[config.mk]
export PLATFORM = sky130hd
export DESIGN_NAME = tmr_timer8
export DESIGN_NICKNAME = d
export VERILOG_FILES = /design/src/tmr_pkg.sv /design/src/tmr_timer8.sv
export SDC_FILE = /design/constraint.sdc
export NUM_CORES = 1
export LEC_CHECK = 0
export ABC_AREA = 1
export BUFFER_PORTS_ARGS = -buffer_cell sky130_fd_sc_hd__buf_2
export CAP_MARGIN = 20
export CORE_AREA = 2 2 92 94
export CTS_CLUSTER_DIAMETER = 120
export DETAILED_ROUTE_END_ITERATION = 7
export DIE_AREA = 0 0 94 96
export PLACE_DENSITY = 0.74
export SETUP_SLACK_MARGIN = 0.5
export SLEW_MARGIN = 20
export SYNTH_ARGS = -nofsm -noshare
export SYNTH_HDL_FRONTEND = slang
export SYNTH_SLANG_ARGS = --single-unit
[constraint.sdc]
create_clock -name clock -period 1.9 [get_ports clock]
set_clock_uncertainty 0.2 [all_clocks]
set_input_delay 0.19 -clock clock [delete_from_list [all_inputs] [get_ports clock]]
set_output_delay 0.19 -clock clock [all_outputs]
set_load 0.05 [all_outputs]
[src/tmr_pkg.sv]
`default_nettype none
package tmr_pkg;
    // Register word offsets (byte address = 4 * index)
    localparam logic [2:0] IDX_CTRL   = 3'h0;
    localparam logic [2:0] IDX_COUNT  = 3'h1;
    localparam logic [2:0] IDX_CMP    = 3'h2;
    localparam logic [2:0] IDX_FLAG   = 3'h3;
    localparam logic [2:0] IDX_MASK   = 3'h4;
    localparam logic [2:0] IDX_IRQ    = 3'h5;
    // Control register fields
    localparam int CS_LSB    = 0;
    localparam int WGM_LSB   = 3;
    localparam int COM_LSB   = 5;
    localparam int FORCE_BIT = 7;
    // Flag / mask bit positions
    localparam int OVF_BIT   = 0;
    localparam int CMP_BIT   = 1;
    // Counter extremes
    localparam logic [7:0] BOTTOM_VAL = 8'h00;
    localparam logic [7:0] MAX_VAL    = 8'hff;
    // Reset values
    localparam logic [7:0] CTRL_RST  = 8'h00;
    localparam logic [7:0] COUNT_RST = 8'h00;
    localparam logic [7:0] CMP_RST   = 8'h00;
    // Clock select codes
    localparam logic [2:0] CS_STOP   = 3'h0;
    localparam logic [2:0] CS_DIV1   = 3'h1;
    localparam logic [2:0] CS_DIV8   = 3'h2;
    localparam logic [2:0] CS_DIV64  = 3'h3;
    localparam logic [2:0] CS_DIV256 = 3'h4;
    localparam logic [2:0] CS_DIV1K  = 3'h5;
    localparam logic [2:0] CS_EXTF   = 3'h6;
    localparam logic [2:0] CS_EXTR   = 3'h7;
    // Prescaler width (10-bit)
    localparam int PRE_W = 10;
    // Waveform modes
    localparam logic [1:0] WGM_NORMAL = 2'h0;
    localparam logic [1:0] WGM_PCPWM  = 2'h1;
    localparam logic [1:0] WGM_CTC    = 2'h2;
    localparam logic [1:0] WGM_FPWM   = 2'h3;
    // Output action codes
    localparam logic [1:0] COM_OFF    = 2'h0;
    localparam logic [1:0] COM_TOGGLE = 2'h1;
    localparam logic [1:0] COM_CLEAR  = 2'h2;
    localparam logic [1:0] COM_SET    = 2'h3;
endpackage
`default_nettype wire

[src/tmr_timer8.sv]
// Chosen here: the Avalon-MM interface to the registers and the placing of the registers.
`default_nettype none
module tmr_timer8 (
    // Clock and reset
    input  wire logic        clock,
    input  wire logic        resetn,
    // Avalon-MM slave
    input  wire logic [4:0]  avs_address,
    input  wire logic        avs_read,
    input  wire logic        avs_write,
    input  wire logic [31:0] avs_writedata,
    input  wire logic [3:0]  avs_byteenable,
    output logic      [31:0] avs_readdata,
    output logic             avs_waitrequest,
    // Interrupt service acknowledge for the compare flag
    input  wire logic        cmp_irq_ack,
    // Pins
    input  wire logic        ext_clock_pin,
    output logic             compare_output_pin,
    // Masked interrupt requests
    output logic             ovf_irq,
    output logic             cmp_irq
);
    typedef enum logic [1:0] {TMR_IDLE, TMR_ACK} tmr_bus_t;

    tmr_bus_t   bus_r;
    logic [7:0] timer_control_reg_r;
    logic [7:0] count_value_r;
    logic [7:0] compare_value_r;
    logic [7:0] cmp_buf_r;
    logic [1:0] timer_flag_reg_r;
    logic [1:0] timer_mask_reg_r;
    logic [9:0] pre_r;
    logic       ext_s1_r;
    logic       ext_s2_r;
    logic       ext_s3_r;
    logic       dir_down_r;
    logic       oc_r;
    logic       blk_r;
    logic [31:0] rdata_r;
    logic       ovf_irq_r;
    logic       cmp_irq_r;
    logic       wait_r;

    function automatic logic pre_tap(input logic [9:0] p, input logic [2:0] cs);
        logic t;
        t = 1'b0;
        case (cs)
            tmr_pkg::CS_DIV1:   t = 1'b1;
            tmr_pkg::CS_DIV8:   t = (p[2:0] == 3'h7);
            tmr_pkg::CS_DIV64:  t = (p[5:0] == 6'h3f);
            tmr_pkg::CS_DIV256: t = (p[7:0] == 8'hff);
            tmr_pkg::CS_DIV1K:  t = (p == 10'h3ff);
            default:            t = 1'b0;
        endcase
        return t;
    endfunction

    // Bus decode
    wire        acc      = (avs_read | avs_write) & (bus_r == TMR_IDLE);
    wire [2:0]  idx      = avs_address[4:2];
    wire        wr       = avs_write & (bus_r == TMR_IDLE) & avs_byteenable[0];
    wire [7:0]  wd       = avs_writedata[7:0];
    wire        wr_ctrl  = wr & (idx == tmr_pkg::IDX_CTRL);
    wire        wr_cnt   = wr & (idx == tmr_pkg::IDX_COUNT);
    wire        wr_cmp   = wr & (idx == tmr_pkg::IDX_CMP);
    wire        wr_flag  = wr & (idx == tmr_pkg::IDX_FLAG);
    wire        wr_mask  = wr & (idx == tmr_pkg::IDX_MASK);

    // Control fields
    wire [2:0]  cs       = timer_control_reg_r[tmr_pkg::CS_LSB +: 3];
    wire [1:0]  wgm      = timer_control_reg_r[tmr_pkg::WGM_LSB +: 2];
    wire [1:0]  com      = timer_control_reg_r[tmr_pkg::COM_LSB +: 2];
    wire        is_pwm   = (wgm == tmr_pkg::WGM_PCPWM) | (wgm == tmr_pkg::WGM_FPWM);
    wire        force_cmp = wr_ctrl & wd[tmr_pkg::FORCE_BIT] & ~is_pwm;

    // Tick generation; the pin is sampled twice, edge taken on the settled pair
    wire        ext_rise = ext_s2_r & ~ext_s3_r;
    wire        ext_fall = ~ext_s2_r & ext_s3_r;
    wire        timer_tick = (cs == tmr_pkg::CS_EXTR) ? ext_rise :
                             (cs == tmr_pkg::CS_EXTF) ? ext_fall :
                             pre_tap(pre_r, cs);

    // Compare and extremes
    wire        at_bottom = (count_value_r == tmr_pkg::BOTTOM_VAL);
    wire        at_max    = (count_value_r == tmr_pkg::MAX_VAL);
    wire        match     = (count_value_r == compare_value_r);
    wire [7:0]  top_val   = (wgm == tmr_pkg::WGM_CTC) ? compare_value_r
                                                      : tmr_pkg::MAX_VAL;
    wire        at_top    = (count_value_r == top_val);
    wire        match_ev  = timer_tick & match & ~blk_r;

    // Next count: write has priority over clear or count
    wire        pc_turn_down = ~dir_down_r & at_top;
    wire        pc_turn_up   = dir_down_r & at_bottom;
    wire        pc_down  = pc_turn_down | (dir_down_r & ~pc_turn_up);
    logic [7:0] count_nxt;
    always_comb begin
        count_nxt = count_value_r;
        if (wr_cnt) begin
            count_nxt = wd;
        end else if (timer_tick) begin
            case (wgm)
                tmr_pkg::WGM_CTC:   count_nxt = at_top ? tmr_pkg::BOTTOM_VAL
                                                       : count_value_r + 8'h01;
                tmr_pkg::WGM_PCPWM: count_nxt = pc_down ? count_value_r - 8'h01
                                                        : count_value_r + 8'h01;
                default:            count_nxt = count_value_r + 8'h01;
            endcase
        end
    end

    // Overflow event per mode
    wire ovf_ev = timer_tick & ((wgm == tmr_pkg::WGM_PCPWM) ? (dir_down_r & at_bottom)
                                                             : at_max);

    // Waveform output
    logic oc_nxt;
    always_comb begin
        oc_nxt = oc_r;
        if (force_cmp | (match_ev & ~is_pwm)) begin
            case (com)
                tmr_pkg::COM_TOGGLE: oc_nxt = ~oc_r;
                tmr_pkg::COM_CLEAR:  oc_nxt = 1'b0;
                tmr_pkg::COM_SET:    oc_nxt = 1'b1;
                default:             oc_nxt = oc_r;
            endcase
        end else if (is_pwm & timer_tick & (com[1])) begin
            if (match) begin
                oc_nxt = (wgm == tmr_pkg::WGM_PCPWM) ? (dir_down_r ^ ~com[0])
                                                     : com[0];
            end else if (wgm == tmr_pkg::WGM_FPWM & at_max) begin
                oc_nxt = ~com[0];
            end
        end
    end

    // Flags: hardware set wins over clear
    logic [1:0] flag_nxt;
    always_comb begin
        flag_nxt = timer_flag_reg_r;
        if (wr_flag) begin
            flag_nxt = flag_nxt & ~wd[1:0];
        end
        if (cmp_irq_ack) begin
            flag_nxt[tmr_pkg::CMP_BIT] = 1'b0;
        end
        if (ovf_ev) begin
            flag_nxt[tmr_pkg::OVF_BIT] = 1'b1;
        end
        if (match_ev) begin
            flag_nxt[tmr_pkg::CMP_BIT] = 1'b1;
        end
    end

    // Double buffered compare: loaded at top (phase PWM) or max (fast PWM)
    wire cmp_load = ~is_pwm |
                    (timer_tick & (wgm == tmr_pkg::WGM_PCPWM) & at_max) |
                    (timer_tick & (wgm == tmr_pkg::WGM_FPWM) & at_max);

    // Read mux
    logic [31:0] rd_mux;
    always_comb begin
        rd_mux = 32'h0000_0000;
        case (idx)
            tmr_pkg::IDX_CTRL:  rd_mux = {24'h0, 1'b0, timer_control_reg_r[6:0]};
            tmr_pkg::IDX_COUNT: rd_mux = {24'h0, count_value_r};
            tmr_pkg::IDX_CMP:   rd_mux = {24'h0, is_pwm ? cmp_buf_r : compare_value_r};
            tmr_pkg::IDX_FLAG:  rd_mux = {30'h0, timer_flag_reg_r};
            tmr_pkg::IDX_MASK:  rd_mux = {30'h0, timer_mask_reg_r};
            tmr_pkg::IDX_IRQ:   rd_mux = {30'h0, cmp_irq_r, ovf_irq_r};
            default:            rd_mux = 32'h0000_0000;
        endcase
    end

    always_ff @(posedge clock or negedge resetn) begin
        if (!resetn) begin
            bus_r <= TMR_IDLE;
            wait_r <= 1'b1;
            rdata_r <= 32'h0000_0000;
        end else begin
            bus_r <= acc ? TMR_ACK : TMR_IDLE;
            rdata_r <= acc ? rd_mux : rdata_r;
            wait_r <= ~acc;
        end
    end

    always_ff @(posedge clock or negedge resetn) begin
        if (!resetn) begin
            timer_control_reg_r <= tmr_pkg::CTRL_RST;
            timer_mask_reg_r <= 2'h0;
            timer_flag_reg_r <= 2'h0;
            cmp_buf_r <= tmr_pkg::CMP_RST;
            compare_value_r <= tmr_pkg::CMP_RST;
        end else begin
            if (wr_ctrl) begin
                timer_control_reg_r <= {1'b0, wd[6:0]};
            end
            if (wr_mask) begin
                timer_mask_reg_r <= wd[1:0];
            end
            timer_flag_reg_r <= flag_nxt;
            cmp_buf_r <= wr_cmp ? wd : cmp_buf_r;
            if (cmp_load) begin
                compare_value_r <= wr_cmp ? wd : cmp_buf_r;
            end
        end
    end

    always_ff @(posedge clock or negedge resetn) begin
        if (!resetn) begin
            count_value_r <= tmr_pkg::COUNT_RST;
            pre_r <= 10'h000;
            ext_s1_r <= 1'b0;
            ext_s2_r <= 1'b0;
            ext_s3_r <= 1'b0;
            dir_down_r <= 1'b0;
            blk_r <= 1'b0;
        end else begin
            count_value_r <= count_nxt;
            pre_r <= (cs == tmr_pkg::CS_STOP) ? pre_r : pre_r + 10'h001;
            ext_s1_r <= ext_clock_pin;
            ext_s2_r <= ext_s1_r;
            ext_s3_r <= ext_s2_r;
            if (wgm != tmr_pkg::WGM_PCPWM) begin
                dir_down_r <= 1'b0;
            end else if (timer_tick & ~wr_cnt) begin
                dir_down_r <= pc_down;
            end
            // A count write hides the next tick's match
            blk_r <= wr_cnt | (blk_r & ~timer_tick);
        end
    end

    always_ff @(posedge clock or negedge resetn) begin
        if (!resetn) begin
            oc_r <= 1'b0;
            compare_output_pin <= 1'b0;
            ovf_irq_r <= 1'b0;
            cmp_irq_r <= 1'b0;
            ovf_irq <= 1'b0;
            cmp_irq <= 1'b0;
        end else begin
            oc_r <= oc_nxt;
            compare_output_pin <= oc_nxt;
            ovf_irq_r <= flag_nxt[0] & timer_mask_reg_r[0];
            cmp_irq_r <= flag_nxt[1] & timer_mask_reg_r[1];
            ovf_irq <= flag_nxt[0] & timer_mask_reg_r[0];
            cmp_irq <= flag_nxt[1] & timer_mask_reg_r[1];
        end
    end

    assign avs_readdata    = rdata_r;
    assign avs_waitrequest = wait_r;

    // Assertions
    AST_STOP_IDLE: assert property (@(posedge clock) disable iff (!resetn)
        (cs == tmr_pkg::CS_STOP && !wr_cnt) |=> $stable(count_value_r))
        else $error("counter moved while stopped");
    AST_WR_PRIO: assert property (@(posedge clock) disable iff (!resetn)
        wr_cnt |=> count_value_r == $past(wd))
        else $error("count write lost");
    AST_CTC_CLR: assert property (@(posedge clock) disable iff (!resetn)
        (wgm == tmr_pkg::WGM_CTC && timer_tick && at_top && !wr_cnt) |=> at_bottom)
        else $error("ctc did not clear");
    AST_CMP_SET: assert property (@(posedge clock) disable iff (!resetn)
        match_ev |=> timer_flag_reg_r[tmr_pkg::CMP_BIT])
        else $error("compare flag not set");
    AST_OVF_SET: assert property (@(posedge clock) disable iff (!resetn)
        (wgm == tmr_pkg::WGM_NORMAL && timer_tick && at_max && !wr_cnt)
        |=> at_bottom && timer_flag_reg_r[tmr_pkg::OVF_BIT])
        else $error("overflow flag not set on wrap");
    AST_ACK_CLR: assert property (@(posedge clock) disable iff (!resetn)
        (cmp_irq_ack && !match_ev) |=> !timer_flag_reg_r[tmr_pkg::CMP_BIT])
        else $error("compare flag not cleared");
    AST_MASK: assert property (@(posedge clock) disable iff (!resetn)
        !timer_mask_reg_r[1] |=> !cmp_irq)
        else $error("masked compare irq raised");
    AST_PC_DOWN: assert property (@(posedge clock) disable iff (!resetn)
        (wgm == tmr_pkg::WGM_PCPWM && timer_tick && at_max && !wr_cnt && $stable(wgm))
        |=> count_value_r == 8'hfe)
        else $error("phase pwm did not turn down");
    AST_BUS_ACK: assert property (@(posedge clock) disable iff (!resetn)
        acc |=> !avs_waitrequest ##1 avs_waitrequest)
        else $error("bus answer not one cycle");
    AST_OVF_MASK: assert property (@(posedge clock) disable iff (!resetn)
        !timer_mask_reg_r[tmr_pkg::OVF_BIT] |=> !ovf_irq)
        else $error("masked overflow irq raised");
    AST_OVF_SEEN: assert property (@(posedge clock) disable iff (!resetn)
        ovf_irq |-> timer_flag_reg_r[tmr_pkg::OVF_BIT])
        else $error("overflow request without flag");
    AST_CMP_SEEN: assert property (@(posedge clock) disable iff (!resetn)
        cmp_irq |-> timer_flag_reg_r[tmr_pkg::CMP_BIT])
        else $error("compare request without flag");
    AST_FLAG_W1C: assert property (@(posedge clock) disable iff (!resetn)
        (wr_flag && wd[tmr_pkg::CMP_BIT] && !match_ev) |=> !timer_flag_reg_r[tmr_pkg::CMP_BIT])
        else $error("compare flag not cleared by write");
    AST_EXT_EDGE: assert property (@(posedge clock) disable iff (!resetn)
        (cs == tmr_pkg::CS_EXTR && timer_tick)
        |-> ($past(ext_clock_pin, 2) && !$past(ext_clock_pin, 3)))
        else $error("external tick without a settled rising edge");
    AST_STOP_TICK: assert property (@(posedge clock) disable iff (!resetn)
        (cs == tmr_pkg::CS_STOP) |-> !timer_tick)
        else $error("tick while stopped");
    AST_STOP_PRE: assert property (@(posedge clock) disable iff (!resetn)
        (cs == tmr_pkg::CS_STOP) |=> $stable(pre_r))
        else $error("prescaler ran while stopped");
    AST_PC_UP: assert property (@(posedge clock) disable iff (!resetn)
        (wgm == tmr_pkg::WGM_PCPWM && timer_tick && at_bottom && dir_down_r && !wr_cnt)
        |=> count_value_r == 8'h01)
        else $error("phase pwm did not turn up");
    AST_FPWM_SET: assert property (@(posedge clock) disable iff (!resetn)
        (wgm == tmr_pkg::WGM_FPWM && com == tmr_pkg::COM_CLEAR && timer_tick && at_max
         && !match) |=> compare_output_pin)
        else $error("fast pwm output not set at wrap");
    AST_FORCE_TGL: assert property (@(posedge clock) disable iff (!resetn)
        (force_cmp && com == tmr_pkg::COM_TOGGLE)
        |=> compare_output_pin != $past(compare_output_pin))
        else $error("forced compare did not toggle output");
    AST_CMP_HOLD: assert property (@(posedge clock) disable iff (!resetn)
        (is_pwm && !(timer_tick && at_max)) |=> $stable(compare_value_r))
        else $error("compare value changed mid period");
endmodule
`default_nettype wire
# Word level (Yosys, flattened, before mapping)
# Cells that the tools add are included.
dict set report word_totals {
  regBits 87
  inputBits 47
  output_inout_bits 36
  wordCells 134
}
dict set report classes {
  addsub 3
  eq_ne 27
  n_mux 26
  n_bitwise 51
  reduce_logical 9
}
# cell count
set op_table {}
lappend op_table {{$mux W8} 7}
lappend op_table {{$pmux W8 S6} 1}
lappend op_table {{$and A1 B1 Y1} 30}
lappend op_table {{$eq A3 B3 Y1 const B} 7}
lappend op_table {{$eq A8 B8 Y1} 2}
lappend op_table {{$eq A8 B8 Y1 const B} 2}
lappend op_table {{$pmux W8 S2} 1}
lappend op_table {{$mux W1} 14}
lappend op_table {{$eq A3 B2 Y1 const B} 4}
lappend op_table {{$not A1 Y1} 11}
lappend op_table {{$add A10 B1 Y10 const B} 1}
lappend op_table {{$eq A10 B10 Y1 const B} 1}
lappend op_table {{$add A8 B1 Y8 const B} 1}
lappend op_table {{$eq A2 B2 Y1 const B} 4}
lappend op_table {{$logic_not A8 Y1} 1}
lappend op_table {{$sub A8 B1 Y8 const B} 1}
lappend op_table {{$or A1 B1 Y1} 7}
lappend op_table {{$eq A3 B1 Y1 const B} 2}
lappend op_table {{$eq A6 B6 Y1 const B} 1}
lappend op_table {{$logic_not A3 Y1} 2}
lappend op_table {{$reduce_bool A2 Y1} 3}
lappend op_table {{$pmux W1 S5} 1}
lappend op_table {{$eq A2 B1 Y1 const B} 2}
lappend op_table {{$ne A4 B1 Y1 const B} 1}
lappend op_table {{other kinds (9)} 9}

# Depth between registers and ports, before layout
# Gate-level depths: netlist of run 1.
dict set report logic_depth {
  word_depth 10
  ltp_mapped 16
  depth_no_buf 15
}

# Worst setup path after synthesis of run 1
# OpenSTA, ideal clock, no wires.
dict set report synth_path {
  path_type {register to register}
  start {register count_value_r[0]}
  end {register count_value_r[3]}
  arrival_ns 1.603
  required_time_ns 1.635
  setup_slack_ns 0.032
  path_stages_with_launch 13
  n_path_buf 0
  period_less_slack_ns 1.868
  path_cell_list {dfrtp_1 inv_2 ha_1 nand3_1 nor3_2 nand4_1 nand2_4 nand2_4 nand3_4 nand2_1 nand2_1 nand2_1 nand2_1}
}
dict set report synth_between {
  elab_chain_len 9
  elab_cells_between_ends 14
  cone_classes {add/sub (2); eq/ne (1); mux (5); bitwise (5); reduce/logical (1)}
}
# item line_no
set synth_lines {}
lappend synth_lines {{start, declared} tmr_timer8.sv:28} ;# logic [7:0] count_value_r;
lappend synth_lines {{start signal, assigned} tmr_timer8.sv:212} ;# count_value_r <= tmr_pkg::COUNT_RST;
lappend synth_lines {{start signal, assigned} tmr_timer8.sv:220} ;# count_value_r <= count_nxt;
lappend synth_lines {{branches (longest 6 deep; another with $add A8 B1 Y8)} n/a}
lappend synth_lines {{$pmux W8 S2 *} tmr_timer8.sv:103} ;# case (wgm)
lappend synth_lines {{$mux W8 *} tmr_timer8.sv:102} ;# end else if (timer_tick) begin
lappend synth_lines {{$mux W8 *} tmr_timer8.sv:100} ;# if (wr_cnt) begin
# Every way passes the cells marked *. The select of a mux whose other input is x is not followed.
# A chain may end at the register's enable or synchronous reset.

# Final worst setup path of run 1
dict set report layout_path {
  start {register count_value_r[0]}
  end {register oc_r}
}
dict set report layout_between {
  elab_chain_len 7
  elab_cells_between_ends 14
  cone_classes {eq/ne (3); mux (3); bitwise (5); reduce/logical (3)}
}
# item line_no
set layout_lines {}
lappend layout_lines {{$eq A8 B8 Y1} tmr_timer8.sv:87} ;# wire match = (count_value_r == compare_value_r);
lappend layout_lines {{$and A1 B1 Y1 (2 in series)} tmr_timer8.sv:91} ;# wire match_ev = timer_tick & match & ~blk_r;
lappend layout_lines {{$and A1 B1 Y1} tmr_timer8.sv:121} ;# if (force_cmp | (match_ev & ~is_pwm)) begin
lappend layout_lines {{$or A1 B1 Y1} tmr_timer8.sv:121}
lappend layout_lines {{$ne A4 B1 Y1 (no line) (tied with other cells)} n/a}
lappend layout_lines {{$reduce_and A3 Y1 (no line)} n/a}
lappend layout_lines {{end signal, assigned} tmr_timer8.sv:244} ;# oc_r <= oc_nxt;
lappend layout_lines {{end, declared} tmr_timer8.sv:38} ;# logic oc_r;
# Parallel ways exist; a longest one is shown, timed or not. The select of a mux whose other input is x is not followed.

==> impl_metrics.toml, run 1 <==
[yosys]
postSynthAreaPerCell_um2 = 7.76
synth-adder-area-share_pct = 2.65
syn_area_mm2 = 0.00377
synth_edf_count = 0
synthSimpleGateAreaFrac_pct = 24.2
ys.flop_type = "dfrtp_1"
yosysWarnings = 0
synthTopCellsByArea = "dfrtp_1, nand2_1, o21ai_0, inv_1, buf_4"
synth_compound_area_share_pct = 13.4
synth.area.mux_share_pct = 0.597
seq_area_frac_synth_pct = 41.8
ys_ff_latch = 63
synth_top_family_by_area = "simple AND/OR/NAND/NOR gates"
synth-async-reset-ratio_pct = 100
synth_top_area_share_pct = 41.1
synth_xor_area_share_pct = 4.64
syn_inst = 486
synth_cell_types = 42
yosysTopAreaCell = "dfrtp_1"

[die]
ios = 83
dieWidth_um = 94
placementRows = 33
die_h_um = 96
floorplan.initialDensity_pct = 46.8
die_area_mm2 = 0.00902
coreArea_mm2 = 0.00805

[global_route]
grt_usage_pct = 24.7
grt_max_degree = 47
overflow = 0
grt_pass1_vias = 3602
grt_pass1_wl_um = 17000
antenna_found_initial = 0

[sta]
fin_crit_sh_pct = 110
max_freq_mhz = 480
drv_slew = 0
rsz0062_at_grt = "yes"
holdWs_ps = -48.8
layout_min_cycle_time_ps = 2080
hold_violations = 1
tns_ps = -1940
worst_slack_ps = -181
setup_viol = 20

[worst_setup_path]
worstPathArrival_ps = 2130
critPathMaxStageDelay_ps = 480
cp-start-kind = "flip-flop"
critPathRequiredTime_ps = 1950
cp_top_family = "simple AND/OR/NAND/NOR gates"
critical_path.cell_chain = "inv_4 > buf_12 > o21ai_1 > nor2_1 > nand2_1 > buf_4 > nor2_1 > o21ai_0 > nand2_1 > nand2_1 > nand2_1 > nand2_1 > nand2_1 > nand2_1"
cp-end-kind = "flip-flop"
crit_path_top_delay_cell = "dfrtp_2"
cp_num_buf_inv = 3
worstSetupPathType = "reg2reg"
critPathMaxFanout = 4
crit_path_frequent_cell = "nand2_1"

[placed_design]
routabilityCongestion = 0.936
placed_cell_area_mm2 = 0.00440
dp.cells = 667
io_buffers = 29
hpwl_um = 7310

[clock_tree]
cts_tree = "yes"
htreeDepth = 3
cts_hold_buf = 11
cts.sinks = 63
clk_pin_slew_ps = 80
worstSkewPairLatency_ps = 360
cts_buffers = 9
clk_path_buf_depth = 2
root_buffer = "clkbuf_8"

[cells_and_area]
fin_cells = 723
mostFrequentLayoutCells = "nand2_1, buf_4, dfrtp_1"
nets = 668
fill_cells = 573
area_growth_pct = 46.2
mostFrequentLayoutCell = "nand2_1"
drive_gt1_share_pct = 40.0
finalInstanceArea_mm2 = 0.00551
n_antenna_cell = 0

[outcome]
status = "finished with violations"
violations = "DRC, hold timing, setup timing"

[detailed_routing]
vias = 3955
vias_per_cell = 5.47
drcViolationCount = 1
firstDrtPassIters = 7
ant_nets = 0
routed_wl_um = 12100
routedWlPerCell_um = 16.7
drtIter0Drc = 331

[power_and_ir_drop]
p_total_uw = 7750
p_leak_uw = 0.00268
max-vdd-ir-drop_v = 0.000592
p_per_area_mw_per_mm2 = 1410

[job]
drv_cap = 0

[min_path]
hold_class = "in2reg"
-- synth_stat cells (3+ instances only) --
library cell,n
a21oi_1,14
buf_2,3
buf_4,25
clkinv_1,4
dfrtp_1,62
ha_1,8
inv_1,53
inv_2,7
nand2_1,131
nand2_2,5
nand3_1,22
nand4_1,4
nor2_1,22
nor2_2,3
nor3_1,6
nor3_2,3
o21ai_0,49
o21ai_1,6
o22ai_1,12
xor2_1,18
-- power by group --
| part | internal [µW] | total, µW | switching, µW |
|---|---|---|---|
| Combinational | 1930 | 4410 | 2490 |
| Sequential | 1750 | 2220 | 462 |
| Clock | 548 | 1120 | 574 |
-- per-stage QoR --
step           worst slack, ps  utilization, %
2_1_floorplan             47.7               -
3_3_place_gp             -90.2            54.7
3_5_place_dp              -167            54.7
4_1_cts                  -87.8            62.7
5_1_grt                   -296            68.5
6_report                  -181            68.5
-- worst register-to-register path: cells and delay by family, from the launching register on --
kind                   cells  cell delay (ps)
buffers and inverters      3              370
AO/OA/AOI/OAI              2              180
flip-flops                 1              480
AND/OR/NAND/NOR            9              750
-- final cells by class --
cell class / count / area [µm²] / share of cell area (%)
Multi-Input combinational cell: 350 / 2320 / 42.0
Inverter: 65 / 255 / 4.63
Clock buffer: 12 / 155 / 2.81
Tap cell: 105 / 131 / 2.38
Clock inverter: 4 / 28.8 / 0.522
Sequential cell: 63 / 1580 / 28.7
Timing Repair Buffer: 124 / 1040 / 18.9
-- flip-flops by register name, indices dropped and copies added (netlist names), 2 cells and up --
signal,count
pre_r,10
avs_readdata,8
cmp_buf_r,8
compare_value_r,8
count_value_r,8
timer_control_reg_r,7
timer_flag_reg_r,2
timer_mask_reg_r,2
-- routing by layer --
metal	global-route usage [%]	vias up	part of all wire, %
li1	-	1778	-
met1	30.4	1916	39
met4	11.5	0	4.2
met3	3.76	52	6.7
met2	42.7	209	50
met5	0	-	0
-- what timing repair did --
action                                  CTS  global route
pin swaps                                22            38
cloned                                    2             1
hold endpoints to repair                 72             1
endpoints found under the setup margin   56            58
buffers inserted                         13            13
resized for setup                        83            84
-- cell families (layout without fill, tap and decap cells) --
| group | Yosys count | in the layout |
|---|---|---|
| compound gates | 92 | 92 |
| xor+xnor | 20 | 20 |
| fa+ha+maj | 8 | 8 |
| buf+inv | 97 | 205 |
| flops | 63 | 63 |
| mux | 2 | 2 |
| other cells | 1 | 24 |
| simple gates | 203 | 204 |
-- final timing paths --
kind                                        from              end  slack, ps  cells past startpoint
worst min register to register          ext_s1_r         ext_s2_r        170                      0
min in group asynchronous                 resetn         pre_r[8]        120                      2
worst max-delay path            count_value_r[0]             oc_r       -180                     14
max in group asynchronous                 resetn  avs_waitrequest        720                      3
worst min-delay path                    avs_read  avs_waitrequest        -50                      3
worst max register to register  count_value_r[0]             oc_r       -180                     14
(Power assumes the default switching activity.)
==> inputs of run 2 (changes only) <==
- CORE_AREA: 2 2 92 94 -> 4 4 94 96
- DIE_AREA: 0 0 94 96 -> 0 0 98 100
- SLEW_MARGIN: 20 -> 15
==> impl_metrics.toml, run 2 (synthesized netlist as in run 1, its figures left out) <==
[worst_setup_path]
worstPathArrival_ps = 2080
r2r_slack_ps = -140
worstSetupPathType = "reg2reg"
cp-end-kind = "flip-flop"
rr_worst_depth = 14
r2r-start = "timer_control_reg_r[4]"
cp-endpoint = "count_value_r[1]"
cp-startpoint = "timer_control_reg_r[4]"
timing.rr.end = "count_value_r[1]"
critPathMaxFanout = 6
critPathRequiredTime_ps = 1940
cp-start-kind = "flip-flop"

[power_and_ir_drop]
max-vdd-ir-drop_v = 0.000578
p_leak_uw = 0.00266
p_total_uw = 7670
p_per_area_mw_per_mm2 = 1420

[die]
placementRows = 33
dieWidth_um = 98
die_h_um = 100
floorplan.initialDensity_pct = 46.8
ios = 83
coreArea_mm2 = 0.00805
die_area_mm2 = 0.00980

[detailed_routing]
routedWlPerCell_um = 16.2
vias = 3850
ant_nets = 0
drtIter0Drc = 395
drcViolationCount = 0
firstDrtPassIters = 5
routed_wl_um = 11800
vias_per_cell = 5.32

[cells_and_area]
drive_gt1_share_pct = 38.1
n_antenna_cell = 0
fill_cells = 603
mostFrequentLayoutCells = "nand2_1, buf_4, dfrtp_1"
fin_util_pct = 66.8
nets = 671
mostFrequentLayoutCell = "nand2_1"
largest_reg_flops = 10
area_growth_pct = 42.7
largest-register = "pre_r"

[sta]
drv_slew = 0
hold_violations = 1
setup_viol = 19
worst_slack_ps = -142
worst_slew_pin_slew_ps = 491
max_freq_mhz = 490
holdWs_ps = -38.4
relSlewSlack_pct = 66.9
rsz0062_at_grt = "yes"
layout_min_cycle_time_ps = 2040
fin_crit_sh_pct = 107
tns_ps = -1130

[clock_tree]
worstSkewPairLatency_ps = 350
htreeDepth = 3
cts_buffers = 9
clk_path_buf_depth = 2
cts.sinks = 63
cts_hold_buf = 11
root_buffer = "clkbuf_8"
cts_tree = "yes"
clk_pin_slew_ps = 70

[global_route]
antenna_found_initial = 0
overflow = 0
grt_usage_pct = 23.2
grt_max_degree = 50
grt_pass1_wl_um = 18100
grt_pass1_vias = 3743

[placed_design]
io_buffers = 29
hpwl_um = 7420
routabilityCongestion = 0.875

[min_path]
hold_class = "in2reg"

[outcome]
violations = "hold timing, setup timing"
status = "finished with violations"

[job]
drv_cap = 0
## run 2: cell count changes in the layout (fill, tap and decap cells not counted), moves of 3 or more
| cell | previous run | this run |
|---|---|---|
| nand2_1 | 103 | 112 |
| o21ai_4 | 5 | 2 |
| nor2_2 | 4 | 7 |
| buf_12 | 4 | 1 |
| o21ai_0 | 20 | 17 |
| nand2_4 | 13 | 4 |
| buf_6 | 18 | 26 |
| o21ai_1 | 17 | 25 |
## run 2: how the worst min path moves through the flow
stage	start	end	cells after the start
finish	avs_read	avs_waitrequest	3
CTS	avs_read	avs_waitrequest	3
global placement	resetn	pre_r[5]	1
floorplan	resetn	avs_readdata[0]	0
global route	avs_read	avs_waitrequest	3
detailed placement	resetn	pre_r[7]	1
## run 2: repair_timing
action	in CTS	in global routing
endpoints found under the setup margin	47	60
gates cloned	0	2
pin swaps	22	45
resized for setup	72	77
hold endpoints to repair	78	1
buffers inserted	22	7
## run 2: layout make-up
| cell class | count | area [µm²] | area share [%] |
|---|---|---|---|
| Timing Repair Buffer | 128 | 1050 | 19.5 |
| Clock buffer | 11 | 141 | 2.63 |
| Multi-Input combinational cell | 349 | 2180 | 40.5 |
| Clock inverter | 3 | 45.0 | 0.837 |
| Tap cell | 105 | 131 | 2.44 |
| Sequential cell | 63 | 1580 | 29.4 |
| Inverter | 65 | 250 | 4.65 |
## run 2: metal layers
| metal | part of all wire, % | global-route usage (%) |
|---|---|---|
| met2 | 48 | 38.2 |
| met1 | 40 | 29.5 |
| met4 | 4.1 | 10.9 |
| met3 | 7.3 | 4.52 |
| met5 | 0 | 0 |
## run 2: through the flow
stage	std cells	setup slack [ps]	hold WS [ps]	area, µm²
after global routing	724	-267	-37.1	5380
final	724	-142	-38.4	5380
after detailed placement	668	-139	-83.4	4400
after global placement	668	-71.2	-82.9	4400
after CTS	715	-96.6	-47.6	5050
after floorplan	509	47.7	-306	3910
## run 2: worst max-delay path, cell delays in order (launching register included)
cell     delay [ps]
dfrtp_1         460
ha_4            170
inv_1            50
o21ai_1         120
nand3_1         100
nor2_2          130
nand2_2          70
nand2_2          80
nand2_4          80
nand2_4          90
nand3_4         100
nand2_1         100
nand2_1          60
nand2_1          70
nand2_1          50
## run 2: power by group
group,switching [µW],total (µW),internal [µW],leakage [µW]
registers,451,2210,1760,0.000797
clock network,537,1160,628,0.0000875
logic,2390,4290,1900,0.00177
